<file path="config.mk">
export PLATFORM = sky130hd
export DESIGN_NAME = fcd_host
export DESIGN_NICKNAME = d
export VERILOG_FILES = /design/src/fcd_pkg.sv /design/src/fcd_host.sv
export SDC_FILE = /design/constraint.sdc
export NUM_CORES = 1
export LEC_CHECK = 0
export ABC_AREA = 1
export ABC_CLOCK_PERIOD_IN_PS = 4000
export BUFFER_PORTS_ARGS = -buffer_cell sky130_fd_sc_hd__buf_4
export CAP_MARGIN = 0
export CORE_MARGIN = 5
export CORE_UTILIZATION = 38
export DETAILED_ROUTE_END_ITERATION = 16
export MAX_ROUTING_LAYER = met4
export PLACE_DENSITY_LB_ADDON = 0.25
export SLEW_MARGIN = 20
export SYNTH_ARGS = -nofsm -noshare
export SYNTH_HDL_FRONTEND = slang
export SYNTH_SLANG_ARGS = --single-unit
export TNS_END_PERCENT = 20
</file>
<file path="constraint.sdc">
create_clock -name i_mclk -period 4 [get_ports i_mclk]
set_input_delay 0.4 -clock i_mclk [delete_from_list [all_inputs] [get_ports i_mclk]]
set_output_delay 0.4 -clock i_mclk [all_outputs]
set_load 0.02 [all_outputs]
</file>
<file path="src/fcd_pkg.sv">
/*
 * fcd_pkg: constants and carrier types for the flash command host.
 * assumes: one 100 MHz clock; the flash is a parallel nor part outside the chip.
 */
package fcd_pkg;
  // bus widths
  localparam int FCD_AW = 18;
  localparam int FCD_DW = 16;
  // unlock addresses, word and byte mode
  localparam logic [17:0] FCD_UNL1_W = 18'h0_0555;
  localparam logic [17:0] FCD_UNL2_W = 18'h0_02AA;
  localparam logic [17:0] FCD_UNL1_B = 18'h0_0AAA;
  localparam logic [17:0] FCD_UNL2_B = 18'h0_0555;
  // autoselect offsets
  localparam logic [17:0] FCD_AS_MAKER = 18'h0_0000;
  localparam logic [17:0] FCD_AS_DEV_W = 18'h0_0001;
  localparam logic [17:0] FCD_AS_DEV_B = 18'h0_0002;
  localparam logic [17:0] FCD_AS_PROT_W = 18'h0_0002;
  localparam logic [17:0] FCD_AS_PROT_B = 18'h0_0004;
  // data codes
  localparam logic [7:0] FCD_D_AA = 8'hAA;
  localparam logic [7:0] FCD_D_55 = 8'h55;
  localparam logic [7:0] FCD_D_RESET = 8'hF0;
  localparam logic [7:0] FCD_D_ASEL = 8'h90;
  localparam logic [7:0] FCD_D_PROG = 8'hA0;
  localparam logic [7:0] FCD_D_BYP = 8'h20;
  localparam logic [7:0] FCD_D_BYPX = 8'h00;
  localparam logic [7:0] FCD_D_ESET = 8'h80;
  localparam logic [7:0] FCD_D_CERS = 8'h10;
  localparam logic [7:0] FCD_D_SERS = 8'h30;
  localparam logic [7:0] FCD_D_SUSP = 8'hB0;
  localparam logic [7:0] FCD_D_RESUME = 8'h30;
  // bus cycle timing, ns and derived cycles (least times round up)
  localparam int FCD_CLK_NS = 10;
  localparam int FCD_T_SETUP_NS = 30;
  localparam int FCD_T_PULSE_NS = 35;
  localparam int FCD_T_ACC_NS = 70;
  localparam int FCD_SETUP_CYC = (FCD_T_SETUP_NS + FCD_CLK_NS - 1) / FCD_CLK_NS;
  localparam int FCD_PULSE_CYC = (FCD_T_PULSE_NS + FCD_CLK_NS - 1) / FCD_CLK_NS;
  localparam int FCD_ACC_CYC = (FCD_T_ACC_NS + FCD_CLK_NS - 1) / FCD_CLK_NS;
  localparam logic [3:0] FCD_CNT_ZERO = 4'h0;

  // host command opcodes
  typedef enum logic [3:0] {
    FCD_OP_READ = 4'h0,
    FCD_OP_RESET = 4'h1,
    FCD_OP_ASEL = 4'h2,
    FCD_OP_PROG = 4'h3,
    FCD_OP_BYP_ENTER = 4'h4,
    FCD_OP_BYP_PROG = 4'h5,
    FCD_OP_BYP_EXIT = 4'h6,
    FCD_OP_CHIP_ERASE = 4'h7,
    FCD_OP_SECT_ERASE = 4'h8,
    FCD_OP_SUSPEND = 4'h9,
    FCD_OP_RESUME = 4'hA
  } fcd_op_t;

  // one request from the user side
  typedef struct packed {
    fcd_op_t op;
    logic [17:0] addr;
    logic [15:0] data;
  } fcd_req_t;

  // flash pins driven by the host
  typedef struct packed {
    logic ce_b;
    logic oe_b;
    logic we_b;
    logic reset_b;
    logic byte_b;
    logic [17:0] addr;
    logic [15:0] dq_o;
    logic dq_oe;
  } fcd_pins_t;
endpackage

</file>
<file path="src/fcd_host.sv">
/*
 * fcd_host: host-side sequencer that turns one user request into the
 * write/read bus cycles a parallel nor flash decodes as a command.
 * assumes: flash pins are sampled synchronously to i_mclk; dq is split into
 * in/out/enable and resolved outside; busy status is read back by software.
 */
// Functional notes
// - command cycles are host writes except reads
// - unlock addresses 555/2AA word, AAA/555 byte
// - reset is one F0 write anywhere
// - program: two unlocks, A0, address and data
// - bypass entry 20; bypass program A0 then data
// - bypass exit is 90 then 00
// - erase: six writes, 10 or 30 last
module fcd_host
  import fcd_pkg::*;
(
  // clock and reset
  input wire logic i_mclk,
  input wire logic i_rst_b,
  input wire logic i_ce,
  // user request
  input wire logic i_req_valid,
  input wire fcd_req_t i_req,
  input wire logic i_byte_mode,
  input wire logic i_erasing,
  output logic o_req_ready,
  output logic o_rd_valid,
  output logic [15:0] o_rd_data,
  output logic o_in_bypass,
  output logic o_in_suspend,
  // flash pins
  input wire logic [15:0] i_dq,
  output fcd_pins_t o_pins
);

  ////////////////////////////////////////////////////////////////////////////
  // state encoding
  typedef enum logic [3:0] {
    FCD_S_IDLE = 4'b0001,
    FCD_S_SETUP = 4'b0010,
    FCD_S_PULSE = 4'b0100,
    FCD_S_HOLD = 4'b1000
  } fcd_state_t;

  // one cycle of a sequence: address, data, and read or write
  typedef struct packed {
    logic rd;
    logic [17:0] addr;
    logic [7:0] data;
  } fcd_cyc_t;

  fcd_state_t state_q, state_d; // bus cycle phase
  fcd_req_t req_q, req_d; // request being run
  logic [2:0] idx_q, idx_d; // cycle index within sequence
  logic [3:0] cnt_q, cnt_d; // phase timer
  logic byp_q, byp_d; // unlock bypass mode held
  logic susp_q, susp_d; // erase suspended
  logic rdv_q, rdv_d; // read data valid pulse
  logic [15:0] rdd_q, rdd_d; // captured read data
  fcd_cyc_t cur, nxt; // present cycle decode, and the one the pins move to
  logic [2:0] len; // cycles in present sequence
  logic accept; // request legal in present mode

  ////////////////////////////////////////////////////////////////////////////
  // sequence table: cycle n of an operation
  function automatic fcd_cyc_t seq_cyc(input fcd_req_t r, input logic [2:0] n,
                                       input logic bm);
    logic [17:0] u1;
    logic [17:0] u2;
    fcd_cyc_t c;
    u1 = bm ? FCD_UNL1_B : FCD_UNL1_W;
    u2 = bm ? FCD_UNL2_B : FCD_UNL2_W;
    c = '{rd: 1'b0, addr: u1, data: FCD_D_AA};
    // cycles 0..1 and 3..4 form unlock pairs
    if (n == 3'd1 || n == 3'd4) begin
      c.addr = u2;
      c.data = FCD_D_55;
    end
    unique case (r.op)
      FCD_OP_READ: c = '{rd: 1'b1, addr: r.addr, data: 8'h00};
      FCD_OP_RESET: c = '{rd: 1'b0, addr: r.addr, data: FCD_D_RESET};
      FCD_OP_SUSPEND: c = '{rd: 1'b0, addr: r.addr, data: FCD_D_SUSP};
      FCD_OP_RESUME: c = '{rd: 1'b0, addr: r.addr, data: FCD_D_RESUME};
      FCD_OP_ASEL: begin
        if (n == 3'd2) c.data = FCD_D_ASEL;
        if (n == 3'd3) c = '{rd: 1'b1, addr: r.addr, data: 8'h00};
      end
      FCD_OP_PROG: begin
        if (n == 3'd2) c.data = FCD_D_PROG;
        if (n == 3'd3) c = '{rd: 1'b0, addr: r.addr, data: r.data[7:0]};
      end
      FCD_OP_BYP_ENTER: begin
        if (n == 3'd2) c.data = FCD_D_BYP;
      end
      FCD_OP_BYP_PROG: begin
        c = '{rd: 1'b0, addr: r.addr, data: FCD_D_PROG};
        if (n == 3'd1) c.data = r.data[7:0];
      end
      FCD_OP_BYP_EXIT: begin
        c = '{rd: 1'b0, addr: r.addr, data: FCD_D_ASEL};
        if (n == 3'd1) c.data = FCD_D_BYPX;
      end
      FCD_OP_CHIP_ERASE, FCD_OP_SECT_ERASE: begin
        if (n == 3'd2) c.data = FCD_D_ESET;
        if (n == 3'd5 && r.op == FCD_OP_CHIP_ERASE) c.data = FCD_D_CERS;
        if (n == 3'd5 && r.op == FCD_OP_SECT_ERASE) begin
          c.addr = {r.addr[17:12], 12'h000};
          c.data = FCD_D_SERS;
        end
      end
      default: c = '{rd: 1'b1, addr: r.addr, data: 8'h00};
    endcase
    return c;
  endfunction

  // number of bus cycles per operation
  function automatic logic [2:0] seq_len(input fcd_op_t op);
    unique case (op)
      FCD_OP_ASEL, FCD_OP_PROG: seq_len = 3'd4;
      FCD_OP_BYP_ENTER: seq_len = 3'd3;
      FCD_OP_BYP_PROG, FCD_OP_BYP_EXIT: seq_len = 3'd2;
      FCD_OP_CHIP_ERASE, FCD_OP_SECT_ERASE: seq_len = 3'd6;
      default: seq_len = 3'd1;
    endcase
  endfunction

  ////////////////////////////////////////////////////////////////////////////
  // mode filter: a request not legal in the present mode is dropped
  always_comb begin
    accept = 1'b1;
    if (byp_q) begin
      // bypass only allows its own program and exit, and reads
      accept = (i_req.op == FCD_OP_BYP_PROG) || (i_req.op == FCD_OP_BYP_EXIT) ||
               (i_req.op == FCD_OP_READ);
    end else if (i_erasing) begin
      // running erase accepts only suspend and status reads
      accept = (i_req.op == FCD_OP_SUSPEND) || (i_req.op == FCD_OP_READ);
    end else if (susp_q) begin
      accept = !(i_req.op inside {FCD_OP_CHIP_ERASE, FCD_OP_SECT_ERASE, FCD_OP_BYP_ENTER,
               FCD_OP_BYP_PROG, FCD_OP_BYP_EXIT, FCD_OP_SUSPEND});
    end else begin
      accept = !(i_req.op inside {FCD_OP_BYP_PROG, FCD_OP_BYP_EXIT, FCD_OP_RESUME,
               FCD_OP_SUSPEND});
    end
  end

  assign cur = seq_cyc(req_q, idx_q, i_byte_mode);
  assign nxt = seq_cyc(req_d, idx_d, i_byte_mode);
  assign len = seq_len(req_q.op);
  assign o_req_ready = (state_q == FCD_S_IDLE) && i_ce;

  ////////////////////////////////////////////////////////////////////////////
  // next state: setup, strobe pulse, hold per bus cycle
  always_comb begin
    state_d = state_q;
    req_d = req_q;
    idx_d = idx_q;
    cnt_d = cnt_q;
    byp_d = byp_q;
    susp_d = susp_q;
    rdv_d = 1'b0;
    rdd_d = rdd_q;
    unique case (state_q)
      FCD_S_IDLE: begin
        // illegal requests are consumed silently, nothing reaches the pins
        if (i_req_valid && accept) begin
          req_d = i_req;
          idx_d = 3'd0;
          cnt_d = 4'(FCD_SETUP_CYC);
          state_d = FCD_S_SETUP;
        end
      end
      FCD_S_SETUP: begin
        // address stable before strobe falls
        if (cnt_q == FCD_CNT_ZERO) begin
          cnt_d = cur.rd ? 4'(FCD_ACC_CYC) : 4'(FCD_PULSE_CYC);
          state_d = FCD_S_PULSE;
        end else begin
          cnt_d = cnt_q - 4'd1;
        end
      end
      FCD_S_PULSE: begin
        if (cnt_q == FCD_CNT_ZERO) begin
          if (cur.rd) begin
            rdd_d = i_dq;
            rdv_d = 1'b1;
          end
          cnt_d = 4'(FCD_SETUP_CYC);
          state_d = FCD_S_HOLD;
        end else begin
          cnt_d = cnt_q - 4'd1;
        end
      end
      FCD_S_HOLD: begin
        // data held after strobe rises so the flash latches it
        if (cnt_q == FCD_CNT_ZERO) begin
          if (idx_q == len - 3'd1) begin
            state_d = FCD_S_IDLE;
            unique case (req_q.op)
              FCD_OP_BYP_ENTER: byp_d = 1'b1;
              FCD_OP_BYP_EXIT: byp_d = 1'b0;
              FCD_OP_SUSPEND: susp_d = 1'b1;
              FCD_OP_RESUME: susp_d = 1'b0;
              FCD_OP_RESET: byp_d = byp_q;
              default: susp_d = susp_q;
            endcase
          end else begin
            idx_d = idx_q + 3'd1;
            cnt_d = 4'(FCD_SETUP_CYC);
            state_d = FCD_S_SETUP;
          end
        end else begin
          cnt_d = cnt_q - 4'd1;
        end
      end
    endcase
  end

  // registers; the clock enable freezes everything
  always_ff @(posedge i_mclk or negedge i_rst_b) begin
    if (!i_rst_b) begin
      state_q <= FCD_S_IDLE;
      req_q <= '0;
      idx_q <= 3'd0;
      cnt_q <= FCD_CNT_ZERO;
      byp_q <= 1'b0;
      susp_q <= 1'b0;
      rdv_q <= 1'b0;
      rdd_q <= 16'h0000;
    end else if (i_ce) begin
      state_q <= state_d;
      req_q <= req_d;
      idx_q <= idx_d;
      cnt_q <= cnt_d;
      byp_q <= byp_d;
      susp_q <= susp_d;
      rdv_q <= rdv_d;
      rdd_q <= rdd_d;
    end
  end

  ////////////////////////////////////////////////////////////////////////////
  // pin outputs, registered
  fcd_pins_t pins_q, pins_d;
  logic rst_pin_q; // device reset released two edges after host reset

  always_comb begin
    pins_d = pins_q;
    pins_d.reset_b = rst_pin_q;
    pins_d.byte_b = ~i_byte_mode;
    if (state_d == FCD_S_IDLE) begin
      pins_d.ce_b = 1'b1;
      pins_d.oe_b = 1'b1;
      pins_d.we_b = 1'b1;
      pins_d.dq_oe = 1'b0;
    end else begin
      pins_d.ce_b = 1'b0;
      pins_d.addr = nxt.addr;
      pins_d.dq_o = {8'h00, nxt.data};
      if (req_d.op == FCD_OP_PROG && idx_d == 3'd3) pins_d.dq_o = req_d.data;
      if (req_d.op == FCD_OP_BYP_PROG && idx_d == 3'd1) pins_d.dq_o = req_d.data;
      pins_d.dq_oe = ~nxt.rd;
      pins_d.we_b = ~((state_d == FCD_S_PULSE) && !nxt.rd);
      pins_d.oe_b = ~((state_d == FCD_S_PULSE) && nxt.rd);
    end
  end

  // pins and reset pin registers
  always_ff @(posedge i_mclk or negedge i_rst_b) begin
    if (!i_rst_b) begin
      pins_q <= '{ce_b: 1'b1, oe_b: 1'b1, we_b: 1'b1, reset_b: 1'b0, byte_b: 1'b1,
                  addr: '0, dq_o: '0, dq_oe: 1'b0};
      rst_pin_q <= 1'b0;
    end else if (i_ce) begin
      pins_q <= pins_d;
      rst_pin_q <= 1'b1;
    end
  end

  assign o_pins = pins_q;
  assign o_rd_valid = rdv_q;
  assign o_rd_data = rdd_q;
  assign o_in_bypass = byp_q;
  assign o_in_suspend = susp_q;
endmodule

</file>
==> summary.txt <==
Run status
  – Outcome: finished clean

Pwr
  – Standby leakage power: 4.03 nW
  – Sequential power share: 0.340
  – Comb power frac: 0.473
  – Internal: 2.67 mW
  – Clock Power Share: 0.187
  – Pwr dens: 630 nW/um2
  – NetSw: 2.06 mW
  – Switching portion of total power: 0.436
  – VDD IR max: 292 uV

GRT
  – GR Layer Usage met2: 0.257
  – Vias in the first global route: 5,161
  – First-pass GRT wire length: 25.8 mm
  – GR Layer Usage met3: 0.0324
  – Total track usage: 0.178
  – Antenna violations before repair: 0
  – GRT busiest layer: met2
  – Grt ovf: 0
  – Largest net degree at the start of global routing: 64
  – Grt met1 use: 0.256

Floorplanning
  – Core area: 15,800 um2
  – Initial Utilization: 0.386
  – Chip height: 137 um
  – Die X: 137 um
  – I/O pins: 120
  – # rows: 46
  – Die area: 18,700 um2

Setup path
  – Crit Path Max Fanout: 8
  – CP delay by family, top: simple AND/OR/NAND/NOR gates
  – Crit-path slowest cell: dfrtp_1
  – Crit-path most repeated cell: nand2_1
  – CP cell instances: nor2_1 > nand2_1 > nand2_1 > nand2_1 > ha_1 > xnor2_1 > nand3_1 > nand2_1 > nand3_2 > nand2_2 > nand3_1 > nand2_2 > nand2_1 > nand2_1 > nand2_2 > ha_1 > inv_1 > a21oi_2 > o21ai_1 > nand3_1 > nand2_1 > nand2_1
  – CP arrival: 3.62 ns
  – CP max stage delay: 0.45 ns
  – Reg2Reg Setup Slack: 0.68 ns
  – Worst setup SP type: flip-flop
  – Buf/Inv on CP: 1
  – CP required: 4.29 ns
  – Worst setup EP type: flip-flop
  – Crit path kind: reg2reg

Synth
  – Mapped Area: 6110 um2
  – Yosys reg bits: 109
  – Cell count after synthesis: 762
  – Yosys top cell by area: dfrtp_1
  – Library cells used by synthesis: 45
  – Top_reg_cell synth: dfrtp_1
  – Synth Warn #: 0
  – Syn nets: 828
  – Synth area leaders: dfrtp_1 43%, nand2_1 13%, o21ai_0 6.2%, inv_1 3.6%, mux2i_1 3.3%
  – Mean post-synth cell area: 8.02 um2
  – Top cell type's share of synthesized area: 0.426
  – EDFF count, synth: 0
  – FFs w/ async S/R, synth: 1.00
  – Post-synthesis sequential area ratio: 0.447

Timing
  – Slew @ Worst Pin: 0.765 ns
  – Max Fclk: 301 MHz
  – Setup TNS: 0 ns
  – Layout Skew: 0.00566 ns
  – Final setup violation count: 0
  – Min Tclk post-route: 3.32 ns
  – Worst relative slew slack: 0.490
  – RSZ-0062 raised after global routing: false
  – Final hold violation count: 0
  – Tcrit/Tclk final: 0.831
  – Fin. max-slew vios: 0

Layout
  – Design Area, Final: 7500 um2
  – Layout cell share with drive strength beyond 1: 0.265
  – Most frequent cells in the layout: 217 x nand2_1, 126 x buf_4, 104 x dfrtp_1
  – Filler instances: 1,590
  – Nets@finish: 938
  – Layout area overhead: 22.7%
  – Antenna cells: 0
  – Commonest non-fill, non-tap cell in the layout: nand2_1
  – Final Util: 0.474

Routing
  – Detailed-route wire length: 15.6 mm
  – DRC viols: 0
  – Drt first pass iters: 5
  – DRT iter0 DRCs: 346
  – Routed len/inst: 14.3 um
  – ANT nets after route: 0
  – Routed vias/inst: 4.96
  – Vias: 5,419

CTS
  – Root Driver: clkbuf_16
  – Setup repair bufs after CTS: 0
  – Htree depth: 3
  – CTS sink count: 109
  – Clock insertion delay at the later pin of the skew report: 0.36 ns
  – Clock tree from TritonCTS: done
  – Cts bufs inserted: 9
  – Post-CTS sizing: 0
  – Post-CTS Hold Fix Bufs: 0
  – Maximum clock insertion buffer count: 2
  – Clock Pin Slew Worst Setup and Hold Paths: 0.07 ns

Placement
  – RePlAce Congestion: 0.890
  – Dpl cell area: 7210 um2
  – Post-DP HPWL: 11.5 mm
  – Port buffer count: 119

Flow run
  – # Max-Cap Violations: 0

Worst hold path
  – Hold Crit Class: in2async
registers in the layout (all words and copies together), names as in the netlist:
name	flops
idx_q	3
o_rd_data	16
rst_pin_q	1
cnt_q	4
o_in_bypass	1
o_rd_valid	1
req_q	38
o_pins	40
state_q	4
o_in_suspend	1
stage by stage:
stage / instances / hold WS [ns] / setup slack (ns) / total power, mW
after floorplan: 762 / 0.104 / 1.05 / 3.21
after global placement: 1077 / 0.434 / 0.814 / 3.84
after detailed placement: 1077 / 0.463 / 0.715 / 3.86
after CTS: 1093 / 0.136 / 0.673 / 4.77
after global routing: 1093 / 0.178 / 0.238 / 5.15
final: 1093 / 0.0875 / 0.676 / 4.72
cell usage after synthesis (all sizes together), types with 7 or more instances:
library cell,count
o21ai,91
mux2,16
o31ai,9
mux2i,20
nand4,13
clkbuf,19
dfrtp,104
inv,72
nor2,63
or2,14
nor3,7
nand2,235
nand3,43
a21oi,11
buf,9
power by group through the flow:
stage | Sequential (mW) | Clock, mW | Combinational, mW
CTS | 1.61 | 0.912 | 2.25
global route | 1.64 | 0.953 | 2.55
global placement | 1.62 | 0 | 2.22
floorplan | 1.73 | 0 | 1.48
detailed placement | 1.63 | 0 | 2.24
finish | 1.61 | 0.883 | 2.23
worst reg2reg max path: stages, from the launching register on:
cell,delay [ns]
dfrtp_1,0.45
nor2_1,0.21
nand2_1,0.08
nand2_1,0.08
nand2_1,0.07
ha_1,0.20
xnor2_1,0.21
nand3_1,0.10
nand2_1,0.09
nand3_2,0.14
nand2_2,0.11
nand3_1,0.08
nand2_2,0.18
nand2_1,0.10
nand2_1,0.08
nand2_2,0.11
ha_1,0.35
inv_1,0.07
a21oi_2,0.25
o21ai_1,0.11
nand3_1,0.09
nand2_1,0.05
nand2_1,0.06
layer usage:
metal | routed length (um) | vias up
li1 | - | 2717
met1 | 7760 | 2560
met2 | 6840 | 122
met3 | 806 | 20
met4 | 227 | 0
met5 | 0 | -
worst paths after layout:
check | start | end | cells after the start
max reg2reg | req_q[35] | o_pins[21] | 22
min | i_rst_b | o_pins[2] | 1
min in group i_mclk | i_byte_mode | o_pins[35] | 2
max in group asynchronous | i_rst_b | req_q[2] | 2
min reg2reg | rst_pin_q | rst_pin_q | 2
max | req_q[35] | o_pins[21] | 22
final cells by class:
| class | count | area (um2) | share of cell area |
|---|---|---|---|
| flip-flops and latches | 109 | 2730 | 0.365 |
| clock inverters | 4 | 31.3 | 0.00417 |
| inverters | 72 | 270 | 0.0360 |
| repair buffers | 127 | 966 | 0.129 |
| multi-input cells | 553 | 2970 | 0.396 |
| clock buffers | 12 | 256 | 0.0342 |
| well taps | 216 | 270 | 0.0360 |
cell families after synthesis:
kind of cell,after synthesis,synth area share
AOI/OAI and AO/OA,128,0.118
and+or+nand+nor,380,0.289
muxes,36,0.0623
xor gates and xnor gates,3,0.00430
DFF,109,0.447
buffers and inverters,100,0.0666
adders and majority gates,6,0.0123
Power figures use the tool's default switching activity.
